`src/design/srp_pkg.sv`:
```
// Shared constants, types and defaults of the serial RF packetizer.
package srp_pkg;
	// ------------------------------------------------------------
	// Timing
	// ------------------------------------------------------------
	localparam int CLK_HZ = 40_000_000;
	localparam int MIN_IDLE_US = 100;
	localparam int MIN_IDLE_CYCLES = ((CLK_HZ + 999_999) / 1_000_000) * MIN_IDLE_US;
	localparam int GUARD_UNIT_MS = 1;
	localparam int GUARD_UNIT_CYCLES = (CLK_HZ / 1000) * GUARD_UNIT_MS;
	// ------------------------------------------------------------
	// Sizes
	// ------------------------------------------------------------
	localparam int BYTE_W = 8;
	localparam int FIFO_DEPTH = 32;
	localparam int PKT_MAX_BYTES = 32;
	localparam int ESC_COUNT = 3;
	localparam int IDLE_W = 28;
	localparam int CHAR_W = 20;
	localparam int GUARD_W = 16;
	localparam int ADDR_W = 16;
	// ------------------------------------------------------------
	// Configuration defaults
	// ------------------------------------------------------------
	localparam logic [7:0] DEF_IDLE_CHARS = 8'h03;
	localparam logic [15:0] DEF_GUARD = 16'h03E8;
	localparam logic [7:0] DEF_ESC_CHAR = 8'h2B;
	localparam logic [15:0] DEF_BIT_PERIOD = 16'h1047;
	localparam logic [3:0] DEF_FRAME_BITS = 4'hA;
	// ------------------------------------------------------------
	// Frame type byte of a received radio data frame
	// ------------------------------------------------------------
	localparam logic [7:0] FT_RX_DATA = 8'h90;

	typedef struct packed {
		logic [7:0] idle_packetize_chars;
		logic [15:0] silence_guard_time;
		logic [7:0] escape_sequence_char;
		logic [15:0] bit_period;
		logic [3:0] frame_bits;
	} srp_cfg_s;

	typedef struct packed {
		logic [7:0] data;
		logic last;
	} srp_byte_s;

	typedef enum {ESC_IDLE, ESC_CHARS, ESC_POST, ESC_FLUSH, ESC_DRAIN, ESC_CMD} srp_esc_e;
	typedef enum {H_IDLE, H_CODE, H_ADDR_HI, H_ADDR_LO, H_PAYLOAD} srp_host_e;
endpackage

```
`src/design/srp_packetizer.sv`:
```
// Serial front end: idle and escape packetizer, command mode and host framer.
`timescale 1ns/100ps

// ------------------------------------------------------------
// Byte FIFO
// ------------------------------------------------------------
module srp_fifo #(
	parameter int WIDTH = 8,
	parameter int DEPTH = 32
) (
	input wire logic clk,
	input wire logic reset,
	input wire logic in_valid,
	input wire logic [WIDTH-1:0] in_data,
	output logic in_ready,
	output logic out_valid,
	output logic [WIDTH-1:0] out_data,
	input wire logic out_ready,
	output logic [$clog2(DEPTH+1)-1:0] level
);
	localparam int PW = $clog2(DEPTH);
	localparam logic [PW-1:0] LAST_IDX = PW'(DEPTH - 1);
	logic [WIDTH-1:0] mem [DEPTH];
	logic [PW-1:0] wr_ptr;
	logic [PW-1:0] rd_ptr;
	wire do_push = in_valid && in_ready;
	wire do_pop = out_valid && out_ready;

	assign in_ready = level != ($clog2(DEPTH+1))'(DEPTH);
	assign out_valid = level != '0;
	assign out_data = mem[rd_ptr];

	always_ff @(posedge clk) begin
		if (do_push) begin
			mem[wr_ptr] <= in_data;
		end
	end

	always_ff @(posedge clk) begin
		if (reset) begin
			wr_ptr <= '0;
			rd_ptr <= '0;
			level <= '0;
		end else begin
			if (do_push) begin
				wr_ptr <= (wr_ptr == LAST_IDX) ? '0 : wr_ptr + 1'b1;
			end
			if (do_pop) begin
				rd_ptr <= (rd_ptr == LAST_IDX) ? '0 : rd_ptr + 1'b1;
			end
			if (do_push && !do_pop) begin
				level <= level + 1'b1;
			end else if (do_pop && !do_push) begin
				level <= level - 1'b1;
			end
		end
	end
endmodule

// ------------------------------------------------------------
// Top
// ------------------------------------------------------------
// Summary of operation
// - Transparent: queue serial bytes unless commanding
// - Transparent: radio payload goes out to host
// - No transparent operation on SPI port
// - Transparent: configure only in command mode
// - Idle count zero packetizes at once
// - Packetize after idle count character times
// - Idle wait never below 100 microseconds
// - Escape pattern: flush buffer, then command mode
// - Full packet worth of bytes sends immediately
// - Framed operation: all traffic inside frames
// - Device emits data, response, event frames
// - Transmit status frame may follow transmission
// - Received data frames carry source address
// - SPI port always uses framed operation
// - Default escape three plus, guard 0x3E8
// - Default idle count is three characters
module srp_packetizer import srp_pkg::*; #(
	parameter int GUARD_TICK_CYCLES = GUARD_UNIT_CYCLES
) (
	input wire logic clk,
	input wire logic reset,
	input wire logic din_pin,
	input wire logic rx_valid,
	input wire logic [7:0] rx_data,
	input wire logic spi_port_select,
	input wire logic framed_mode_select,
	input wire logic cfg_load,
	input wire srp_cfg_s cfg_in,
	input wire logic cmd_exit,
	output srp_cfg_s cfg_active,
	output logic serial_rx_ready,
	output logic command_mode,
	output logic cmd_valid,
	output logic [7:0] cmd_data,
	output logic frame_in_valid,
	output logic [7:0] frame_in_data,
	output logic tx_valid,
	output srp_byte_s tx_byte,
	input wire logic tx_ready,
	input wire logic rf_valid,
	input wire srp_byte_s rf_byte,
	input wire logic [15:0] rf_src_addr,
	output logic rf_ack,
	input wire logic ev_valid,
	input wire logic [7:0] ev_type,
	input wire logic [7:0] ev_code,
	output logic ev_ack,
	output logic host_valid,
	output srp_byte_s host_byte,
	input wire logic host_ready
);
	localparam int TW = $clog2(GUARD_TICK_CYCLES + 1);
	localparam int LW = $clog2(FIFO_DEPTH + 1);
	localparam logic [TW-1:0] TICK_LAST = TW'(GUARD_TICK_CYCLES - 1);
	localparam logic [IDLE_W-1:0] MIN_IDLE = IDLE_W'(MIN_IDLE_CYCLES);
	localparam logic [LW-1:0] PKT_MAX = LW'(PKT_MAX_BYTES);
	localparam logic [LW-1:0] ONE_LEFT = LW'(1);
	localparam logic [5:0] SENT_LAST = 6'(PKT_MAX_BYTES - 1);
	localparam logic [1:0] ESC_LAST = 2'(ESC_COUNT - 1);

	srp_cfg_s cfg;
	srp_esc_e esc_state;
	srp_esc_e next_esc_state;
	srp_host_e host_state;
	logic din_meta;
	logic din_sync;
	logic din_prev;
	logic [IDLE_W-1:0] idle_cnt;
	logic [IDLE_W-1:0] idle_thresh;
	logic [TW-1:0] tick_cnt;
	logic [GUARD_W-1:0] silence;
	logic [1:0] esc_pend;
	logic held_valid;
	logic [7:0] held_data;
	logic push_valid;
	logic [7:0] push_data;
	logic pkt_busy;
	logic [5:0] sent_cnt;
	logic [7:0] code_hold;
	logic [ADDR_W-1:0] addr_hold;
	logic fifo_in_ready;
	logic fifo_out_valid;
	logic [7:0] fifo_out;
	logic [LW-1:0] fifo_level;
	logic fifo_pop;

	// ------------------------------------------------------------
	// Mode and configuration
	// ------------------------------------------------------------
	wire framed = framed_mode_select || spi_port_select;
	wire cfg_allowed = framed || esc_state == ESC_CMD;
	wire [CHAR_W-1:0] char_cycles = cfg.bit_period * cfg.frame_bits;
	wire [IDLE_W-1:0] ro_cycles = cfg.idle_packetize_chars * char_cycles;
	wire [IDLE_W-1:0] ro_floor = (ro_cycles < MIN_IDLE) ? MIN_IDLE : ro_cycles;

	always_ff @(posedge clk) begin
		if (reset) begin
			cfg <= '{DEF_IDLE_CHARS, DEF_GUARD, DEF_ESC_CHAR, DEF_BIT_PERIOD,
				DEF_FRAME_BITS};
			idle_thresh <= MIN_IDLE;
		end else begin
			if (cfg_load && cfg_allowed) begin
				cfg <= cfg_in;
			end
			idle_thresh <= ro_floor;
		end
	end

	// ------------------------------------------------------------
	// Line idle and guard silence timers
	// ------------------------------------------------------------
	wire din_edge = din_sync != din_prev;
	wire tick = tick_cnt == TICK_LAST;
	wire idle_done = idle_cnt >= idle_thresh;
	wire guard_met = silence >= cfg.silence_guard_time;

	always_ff @(posedge clk) begin
		if (reset) begin
			din_meta <= 1'b1;
			din_sync <= 1'b1;
			din_prev <= 1'b1;
			idle_cnt <= '0;
			tick_cnt <= '0;
			silence <= '0;
		end else begin
			din_meta <= din_pin;
			din_sync <= din_meta;
			din_prev <= din_sync;
			if (din_edge) begin
				idle_cnt <= '0;
			end else if (!idle_done) begin
				idle_cnt <= idle_cnt + 1'b1;
			end
			tick_cnt <= tick ? '0 : tick_cnt + 1'b1;
			if (rx_valid) begin
				silence <= '0;
			end else if (tick && !(&silence)) begin
				silence <= silence + 1'b1;
			end
		end
	end

	// ------------------------------------------------------------
	// Escape sequence detector and FIFO feed
	// ------------------------------------------------------------
	// Candidate escape characters are held back, not queued, so that a
	// completed pattern never leaks into a radio packet. On an abort the
	// held characters are replayed first; a byte arriving during replay
	// cannot happen because replay is far shorter than one character.
	wire rx_is_esc = rx_valid && rx_data == cfg.escape_sequence_char;
	wire esc_within = rx_is_esc && !guard_met;
	wire pkt_idle = !pkt_busy && !tx_valid;

	always_comb begin
		next_esc_state = esc_state;
		push_valid = 1'b0;
		push_data = rx_data;
		case (esc_state)
			ESC_IDLE: begin
				if (rx_is_esc && guard_met) begin
					next_esc_state = ESC_CHARS;
				end else if (rx_valid) begin
					push_valid = 1'b1;
				end
			end
			ESC_CHARS: begin
				if (esc_within && esc_pend == ESC_LAST) begin
					next_esc_state = ESC_POST;
				end else if ((rx_valid && !esc_within) || (!rx_valid && guard_met)) begin
					next_esc_state = ESC_FLUSH;
				end
			end
			ESC_POST: begin
				if (rx_valid) begin
					next_esc_state = ESC_FLUSH;
				end else if (guard_met) begin
					next_esc_state = ESC_DRAIN;
				end
			end
			ESC_FLUSH: begin
				if (esc_pend != '0) begin
					push_valid = 1'b1;
					push_data = cfg.escape_sequence_char;
				end else if (held_valid) begin
					push_valid = 1'b1;
					push_data = held_data;
				end else begin
					next_esc_state = ESC_IDLE;
				end
			end
			ESC_DRAIN: begin
				if (pkt_idle && !fifo_out_valid) begin
					next_esc_state = ESC_CMD;
				end
			end
			ESC_CMD: begin
				if (cmd_exit) begin
					next_esc_state = ESC_IDLE;
				end
			end
			default: begin
				next_esc_state = ESC_IDLE;
			end
		endcase
	end

	wire fifo_push = push_valid && !framed;
	wire push_done = fifo_push && fifo_in_ready;
	wire esc_step = esc_state == ESC_CHARS && esc_within;
	wire hold_now = rx_valid && next_esc_state == ESC_FLUSH && esc_state != ESC_FLUSH;
	wire replay_esc = esc_state == ESC_FLUSH && esc_pend != '0 && push_done;
	wire replay_held = esc_state == ESC_FLUSH && esc_pend == '0 && push_done;

	always_ff @(posedge clk) begin
		if (reset) begin
			esc_state <= ESC_IDLE;
			esc_pend <= '0;
			held_valid <= 1'b0;
			held_data <= '0;
		end else begin
			esc_state <= framed ? ESC_IDLE : next_esc_state;
			if (framed) begin
				esc_pend <= '0;
			end else if (esc_state == ESC_IDLE && next_esc_state == ESC_CHARS) begin
				esc_pend <= 2'd1;
			end else if (esc_step) begin
				esc_pend <= esc_pend + 1'b1;
			end else if (replay_esc || next_esc_state == ESC_DRAIN) begin
				esc_pend <= (esc_pend == '0) ? '0 : esc_pend - 1'b1;
			end
			if (framed || replay_held) begin
				held_valid <= 1'b0;
			end else if (hold_now) begin
				held_valid <= !(esc_state == ESC_CHARS && !rx_valid);
				held_data <= rx_data;
			end
		end
	end

	// ------------------------------------------------------------
	// Byte routing toward command parser and frame parser
	// ------------------------------------------------------------
	always_ff @(posedge clk) begin
		if (reset) begin
			command_mode <= 1'b0;
			cmd_valid <= 1'b0;
			cmd_data <= '0;
			frame_in_valid <= 1'b0;
			frame_in_data <= '0;
			serial_rx_ready <= 1'b0;
			cfg_active <= '0;
		end else begin
			command_mode <= !framed && next_esc_state == ESC_CMD;
			cmd_valid <= rx_valid && !framed && esc_state == ESC_CMD;
			cmd_data <= rx_data;
			frame_in_valid <= rx_valid && framed;
			frame_in_data <= rx_data;
			serial_rx_ready <= fifo_in_ready;
			cfg_active <= cfg;
		end
	end

	srp_fifo #(
		.WIDTH(BYTE_W),
		.DEPTH(FIFO_DEPTH)
	) u_fifo (
		.clk(clk),
		.reset(reset),
		.in_valid(fifo_push),
		.in_data(push_data),
		.in_ready(fifo_in_ready),
		.out_valid(fifo_out_valid),
		.out_data(fifo_out),
		.out_ready(fifo_pop),
		.level(fifo_level)
	);

	// ------------------------------------------------------------
	// Radio packetizer
	// ------------------------------------------------------------
	wire ro_zero = cfg.idle_packetize_chars == '0;
	wire pkt_full = fifo_level >= PKT_MAX;
	wire flush_req = esc_state == ESC_DRAIN;
	wire pkt_trigger = ro_zero || idle_done || flush_req || pkt_full;
	wire pkt_start = !pkt_busy && fifo_out_valid && pkt_trigger;
	wire tx_free = !tx_valid || tx_ready;
	assign fifo_pop = pkt_busy && fifo_out_valid && tx_free;
	wire pop_last = fifo_level == ONE_LEFT || sent_cnt == SENT_LAST;

	always_ff @(posedge clk) begin
		if (reset) begin
			pkt_busy <= 1'b0;
			sent_cnt <= '0;
			tx_valid <= 1'b0;
			tx_byte <= '0;
		end else begin
			if (pkt_start) begin
				pkt_busy <= 1'b1;
				sent_cnt <= '0;
			end else if (fifo_pop) begin
				pkt_busy <= !pop_last;
				sent_cnt <= sent_cnt + 1'b1;
			end
			if (fifo_pop) begin
				tx_valid <= 1'b1;
				tx_byte <= '{fifo_out, pop_last};
			end else if (tx_ready) begin
				tx_valid <= 1'b0;
			end
		end
	end

	// ------------------------------------------------------------
	// Host output framer
	// ------------------------------------------------------------
	// Acknowledges are registered, so a request is never taken in the
	// cycle its acknowledge is high; the source advances meanwhile.
	wire host_free = !host_valid || host_ready;
	wire ev_take = framed && ev_valid && !ev_ack && host_free;
	wire rf_take = rf_valid && !rf_ack && host_free;

	always_ff @(posedge clk) begin
		if (reset) begin
			host_state <= H_IDLE;
			host_valid <= 1'b0;
			host_byte <= '0;
			rf_ack <= 1'b0;
			ev_ack <= 1'b0;
			code_hold <= '0;
			addr_hold <= '0;
		end else begin
			rf_ack <= 1'b0;
			ev_ack <= 1'b0;
			if (host_ready) begin
				host_valid <= 1'b0;
			end
			case (host_state)
				H_IDLE: begin
					if (ev_take) begin
						host_valid <= 1'b1;
						host_byte <= '{ev_type, 1'b0};
						code_hold <= ev_code;
						ev_ack <= 1'b1;
						host_state <= H_CODE;
					end else if (rf_take && framed) begin
						host_valid <= 1'b1;
						host_byte <= '{FT_RX_DATA, 1'b0};
						addr_hold <= rf_src_addr;
						host_state <= H_ADDR_HI;
					end else if (rf_take) begin
						host_state <= H_PAYLOAD;
					end
				end
				H_CODE: begin
					if (host_free) begin
						host_valid <= 1'b1;
						host_byte <= '{code_hold, 1'b1};
						host_state <= H_IDLE;
					end
				end
				H_ADDR_HI: begin
					if (host_free) begin
						host_valid <= 1'b1;
						host_byte <= '{addr_hold[15:8], 1'b0};
						host_state <= H_ADDR_LO;
					end
				end
				H_ADDR_LO: begin
					if (host_free) begin
						host_valid <= 1'b1;
						host_byte <= '{addr_hold[7:0], 1'b0};
						host_state <= H_PAYLOAD;
					end
				end
				H_PAYLOAD: begin
					if (rf_take) begin
						host_valid <= 1'b1;
						host_byte <= rf_byte;
						rf_ack <= 1'b1;
						host_state <= rf_byte.last ? H_IDLE : H_PAYLOAD;
					end
				end
				default: begin
					host_state <= H_IDLE;
				end
			endcase
		end
	end
endmodule

```
`config.mk`:
```
export PLATFORM = sky130hd
export DESIGN_NAME = srp_packetizer
export DESIGN_NICKNAME = d
export VERILOG_FILES = /design/src/design/srp_pkg.sv /design/src/design/srp_packetizer.sv
export SDC_FILE = /design/constraint.sdc
export NUM_CORES = 1
export LEC_CHECK = 0
export BUFFER_PORTS_ARGS = -buffer_cell sky130_fd_sc_hd__buf_2
export CORE_MARGIN = 5
export CORE_UTILIZATION = 50
export CTS_CLUSTER_DIAMETER = 200
export DETAILED_ROUTE_END_ITERATION = 12
export PLACE_DENSITY = 0.68
export SLEW_MARGIN = 20
export SYNTH_ARGS = -nofsm -noshare
export SYNTH_HDL_FRONTEND = slang
export SYNTH_SLANG_ARGS = --single-unit
```
`constraint.sdc`:
```
create_clock -name clk -period 10.3 [get_ports clk]
set_input_delay 2.06 -clock clk [delete_from_list [all_inputs] [get_ports clk]]
set_output_delay 2.06 -clock clk [all_outputs]
set_load 0.05 [all_outputs]
```
### Word-level counts from Yosys, hierarchy flattened

Memories as Yosys holds them, arrays and structs flattened. A register that Yosys moved wholly into a read port is not among the register bits.
Index checks and enable logic that the tools add are counted.
W data, S select, Z words.

* $add $sub $neg: 10
* multipliers: 2
* $lt $le $gt $ge: 4
* equal/unequal tests: 33
* muxes and demuxes: 56
* bitwise logic cells: 4
* reduce and logical (&&, ||, !) cells: 94

Operator list (count)
* $mux W32: 16
* $eq A32 B2 Y1 const B: 6
* $pmux W32 S6: 1
* $eq A32 B3 Y1 const B: 5
* $pmux W32 S5: 1
* $eq A32 B4 Y1 const B: 4
* $logic_not A32 Y1: 3
* $eq A32 B1 Y1 const B: 2
* $mux W9: 6
* $pmux W9 S5: 1
* $logic_and A1 B1 Y1: 38
* $add A16 B1 Y16 const B: 2
* $ne A32 B3 Y1 const B: 1
* $add A28 B1 Y28 const B: 1
* $ge A28 B28 Y1: 1
* $lt A28 B12 Y1 const B: 1
* $mul A8 B20 Y28: 1
* $mux W8: 3
* $mul A16 B4 Y20: 1
* $mux W1: 18
* $reduce_or A2 Y1: 9
* $eq A16 B16 Y1 const B: 1
* $ge A16 B16 Y1: 1
* $reduce_and A16 Y1: 1
* 36 further kinds: 79

* register bits after elaboration: 343
* bits in writable memories: 256
* output and inout port bits: 94
* word-level logic and storage cells: 246
* memories kept: 1

Memories
* u_fifo.mem: words 32, bits a word 8, read ports 1, clocked after memory_dff 1, write ports 1, RTL line srp_packetizer.sv:23 `logic [WIDTH-1:0] mem [DEPTH];`

### Logic depth before layout (Yosys ltp)

* depth after elaboration: 14
* gate-level depth with buffers: 35
* gate-level depth less buffers: 31

### Modules after synthesis

Synthesis repeated with hierarchy kept, for this count alone.

* cell total of the unflattened synthesis: 2902
* area, all modules: 30858.3 um^2

Modules (own cells, without submodules)
* srp_packetizer: instances 1, cells an instance 2268, area an instance 19623.8 um^2
* srp_fifo: instances 1, cells an instance 634, area an instance 11234.5 um^2

### Worst setup path after synthesis

Ideal clock, no wire load.

* kind: register to register
* start: register cfg[1] in the netlist's numbering
* end: register idle_thresh[1]
* setup time: 0.116 ns
* data arrival time: 8.532 ns
* slack: 1.651 ns
* stages on the path, launching flop included: 33
* clock period less this slack: 8.649 ns
* path through: dfxtp_1 clkbuf_1 clkbuf_1 nand2_1 fa_1 fa_1 inv_1 ha_1 nor2b_1 o21a_1 o21ai_0 nand2b_1 a31o_2 a211oi_1 nor3_1 or2_2 clkbuf_1 clkbuf_1 nor3b_1 fa_1 fa_1 fa_1 inv_1 fa_1 inv_1 ha_1 a21o_1 a211o_1 o221ai_1 mux2_2 and3b_1 nand4_1 o211a_1

* cells in the longest elaborated chain, start to end: 4

RTL lines
* from (decl): RTL line srp_packetizer.sv:124 `srp_cfg_s cfg;`
* from (signal assigned): RTL line srp_packetizer.sv:161 `cfg <= '{DEF_IDLE_CHARS, DEF_GUARD, DEF_ESC_CHAR, DEF_BIT_PERIOD,`
* from (signal assigned): RTL line srp_packetizer.sv:166 `cfg <= cfg_in;`
* $mul A16 B4 Y20 *: RTL line srp_packetizer.sv:155 `wire [CHAR_W-1:0] char_cycles = cfg.bit_period * cfg.frame_bits;`
* $mul A8 B20 Y28 *: RTL line srp_packetizer.sv:156 `wire [IDLE_W-1:0] ro_cycles = cfg.idle_packetize_chars * char_cycles;`
* $lt A28 B12 Y1: RTL line srp_packetizer.sv:157 `wire [IDLE_W-1:0] ro_floor = (ro_cycles < MIN_IDLE) ? MIN_IDLE : ro_cycles;`
* $reduce_or A2 Y1 (no source line)
* to (signal assigned): RTL line srp_packetizer.sv:168 `idle_thresh <= ro_floor;`
* to (decl): RTL line srp_packetizer.sv:132 `logic [IDLE_W-1:0] idle_thresh;`

Every way passes the cells marked *; elsewhere a longest branch is shown, timed or not.
A chain may end at the register's enable or synchronous reset.

### Worst setup path in the final report

* start: register cfg[1] in the netlist's numbering
* end: register idle_thresh[3]

The elaborated chain is that of the path after synthesis.

==> run summary <==
LOGIC SYNTHESIS
------------------------------------------------------------------------------------
Sequential-to-total area share from yosys stat                                0.4628
Average footprint of a synthesized cell                                   10.77 um^2
Share of flip-flops with an asynchronous set or reset after synthesis              0
Number of synthesized register bits                                              578
Gate Count Post-Synth                                                           2835
Unique cell type count in the Yosys netlist                                       76
Post-synthesis cell area                                                0.03054 mm^2
Flip-flop cell with the highest count after synthesis                        dfxtp_1
Number of flops mapped to enable cells by yosys                                  256
Warnings, synthesis                                                                0

CLOCKING
------------------------------------------------------------------------------------
Master cell of the clock root buffer                                       clkbuf_16
Maximum number of buffers from clock root to sink                                  3
Worst skew pair latency                                                       630 ps
Number of setup buffers added after CTS                                            0
TritonCTS sink count                                                             578
Number of buffers created by CTS                                                  58
Number of instances resized during post-cts repair                                 0
TritonCTS clock tree                                                           built
Maximum level of the CTS H-tree                                                    2
Clk slew on worst S/H paths                                                    60 ps
Total of hold buffers inserted after clock tree synthesis                          0

POWER
------------------------------------------------------------------------------------
IR Drop Worst-Case VDD                                                     0.1723 mV
Power per unit of standard cell area                                    191.9 mW/mm^2
Power, Total                                                                 6576 uW
Static leakage                                                            0.01367 uW

GRT
------------------------------------------------------------------------------------
Total GRT Usage                                                               0.2208
Initial antenna violation count                                                    7
Global-route wire length before repair                                      118.7 mm
Global route overflow                                                              0
Pin count of the biggest net entering global routing                             103
Number of global-route vias before repair                                      22090

TIMING
------------------------------------------------------------------------------------
Slew Limit Headroom                                                           0.2931
RSZ-0062 raised after global routing                                              no
Share of the clock period used by the worst path after layout                 0.9041
Total of endpoints with negative setup slack in the final report                   0
Setup TNS after final layout                                                    0 ps
Number of pins with negative max-slew slack in the final report                    0
Setup WS post-layout                                                        987.7 ps
Least-Margin Pin Slew                                                        1059 ps
Post-route clock skew                                                       19.60 ps
Maximum clock frequency                                                    107.4 MHz
Min cycle time layout                                                        9312 ps
Final hold violation count                                                         0

DRT
------------------------------------------------------------------------------------
Average routed wire per standard cell                                       19.21 um
Wirelength, routed                                                          73.96 mm
Residual DRC count                                                                 0
Detail Route Antenna Nets                                                          0
TritonRoute pass-1 iters                                                           6
Detailed Route Iter0 Violations                                                 1758
Number of vias per cell                                                        5.628
Vias after detailed routing                                                    21670

CRITICAL PATH
------------------------------------------------------------------------------------
Most frequent cell on the critical path                                         fa_1
Arrival time at the worst endpoint                                           9820 ps
Slowest cell on crit path                                                   a211oi_1
Destination of the worst register-to-register timing path               idle_thresh[3]
Logic depth of the worst register-to-register path                                28
Highest cell delay on the worst timing path                                   840 ps
Kind of start point of the critical path                                   flip-flop
Required @ worst endpoint                                                   10810 ps
Crit. End Element                                                          flip-flop
Reg-to-reg startpoint                                                         cfg[1]
Critical Path Start                                                           cfg[1]
R2r setup slk                                                                 990 ps
Type of the setup path with the least slack                                  reg2reg
Last element of the critical path                                       idle_thresh[3]
Crit-path max FO                                                                  18

FINISH
------------------------------------------------------------------------------------
Finished Layout Cells                                                           3850
Most frequent cells in the layout                                       dfxtp_1 (319), nand2_1 (311), edfxtp_1 (256)
Area of all placed cells without fillers                                0.03427 mm^2
Seq. cell area                                                          0.01414 mm^2
Fraction of layout cells with a size suffix above 1                           0.1476
Final Net Count                                                                 3400
Multi-input combinational cell area                                     0.01522 mm^2
Most common library cell in the layout ignoring fill and taps                dfxtp_1
FILL cells                                                                      5093
Area added between synthesis and finish                                       12.22%

OUTCOME
------------------------------------------------------------------------------------
Outcome                                                                 finished clean

PLACED DESIGN
------------------------------------------------------------------------------------
Placed wire-length estimate                                                 53.26 mm
Placer's final routability congestion estimate                                0.9296
Placed cell areas                                                       0.03234 mm^2
Pre-CTS setup slack                                                         872.6 ps
Number of I/O port buffers                                                       206
Number of cells after detailed placement                                        3738

FLOORPLAN
------------------------------------------------------------------------------------
Effective utilization at floorplan                                            0.5050
Number of primary I/O pins                                                       207
Overall die area                                                        0.06612 mm^2
Row cnt                                                                           90
Width of the chip                                                           257.1 um
Placeable core area                                                     0.06047 mm^2
Floorplan die height                                                        257.1 um

MIN PATH
------------------------------------------------------------------------------------
Hold Path Depth                                                                    1
Worst Hold Class                                                             reg2reg

RUN
------------------------------------------------------------------------------------
Count of maximum capacitance violations                                            0

## critical path: cells and delay by family, from the launching register on
family | cells | cell delay, ps
adder cells (fa/ha/maj) | 8 | 3830
flip-flops | 1 | 680
AND/OR/NAND/NOR | 6 | 1090
AO/OA/AOI/OAI | 10 | 3040
buffers and inverters | 3 | 160
multiplexers | 1 | 380
## cell type report
class,instances,share of cell area
antenna,5,0.0003651
clock buffer,88,0.04925
clock inverter,19,0.006425
inverter,216,0.02366
multi-input combinational,1934,0.4441
sequential,578,0.4126
tap,782,0.02855
timing repair buffer,228,0.03508
## registers in the layout, summed over array words and instances, names as in the netlist, 2 cells and up
signal / flops
addr_hold: 16
cfg: 52
cfg_active: 52
code_hold: 8
esc_pend: 2
esc_state: 32
frame_in_data: 8
held_data: 8
host_byte: 9
host_state: 3
idle_cnt: 28
idle_thresh: 28
sent_cnt: 6
silence: 16
tick_cnt: 16
tx_byte: 9
u_fifo.level: 6
u_fifo.mem: 256
u_fifo.rd_ptr: 5
u_fifo.wr_ptr: 5
## worst min path at each step
stage / slack (ps) / start / end
3_3_place_gp: 400 / din_meta / din_sync
3_5_place_dp: 410 / din_meta / din_sync
2_1_floorplan: 390 / din_meta / din_sync
6_report: 420 / din_meta / din_sync
4_1_cts: 420 / din_meta / din_sync
5_1_grt: 440 / din_meta / din_sync
## power breakdown
part	switching, uW	internal [uW]
Combinational	1210	733
Sequential	61.5	2480
Clock	887	1210
Total	2160	4420
## synthesized netlist by cell type (7+ instances only)
master,number,area share
a211oi_1,28,0.0069
a21o_1,15,0.0037
a21oi_1,138,0.023
a31oi_1,25,0.0051
and2_1,129,0.026
and3_1,28,0.0057
buf_4,8,0.0020
clkbuf_1,120,0.015
dfxtp_1,322,0.21
edfxtp_1,256,0.25
fa_1,136,0.089
ha_1,135,0.055
inv_1,213,0.026
mux2_2,9,0.0033
mux2i_1,33,0.011
mux4_2,86,0.063
nand2_1,311,0.038
nand2b_1,19,0.0039
nand3_1,60,0.0098
nand3b_1,15,0.0037
nand4_1,33,0.0068
nor2_1,223,0.027
nor2b_1,70,0.014
nor3_1,36,0.0059
nor3b_1,14,0.0034
nor4_1,14,0.0029
o211ai_1,23,0.0057
o21ai_0,81,0.013
o22ai_1,12,0.0025
o311ai_0,7,0.0020
o31ai_1,7,0.0017
or2_2,8,0.0016
or3_1,41,0.0084
or4_1,11,0.0027
xnor2_1,52,0.015
xor2_1,31,0.0089
## per-layer routing
layer	global-route usage	vias up	wire [um]
li1	-	10200	-
met5	0	-	0
met1	0.2831	10630	30090
met3	0.03304	160	4107
met2	0.3826	674	37190
met4	0.08097	0	2568
## cells by family (layout without fill, tap and decap cells)
logic type	Yosys count	in the layout	synth area share
AND/OR/NAND/NOR	1039	1039	0.1700
flip-flops	578	578	0.4628
AO/OA/AOI/OAI	384	384	0.07711
buffers and inverters	351	551	0.04417
adder cells (fa/ha/maj)	271	271	0.1445
multiplexers	128	128	0.07756
XOR/XNOR	83	83	0.02380
other	1	34	0.0001228
## stage by stage
stage,util,hold WS (ps)
floorplan,-,389.5
global placement,0.5348,403.1
detailed placement,0.5348,407.6
CTS,0.5664,420.3
global route,0.5667,435.8
finish,0.5667,415.5
(Power assumes the default switching activity.)
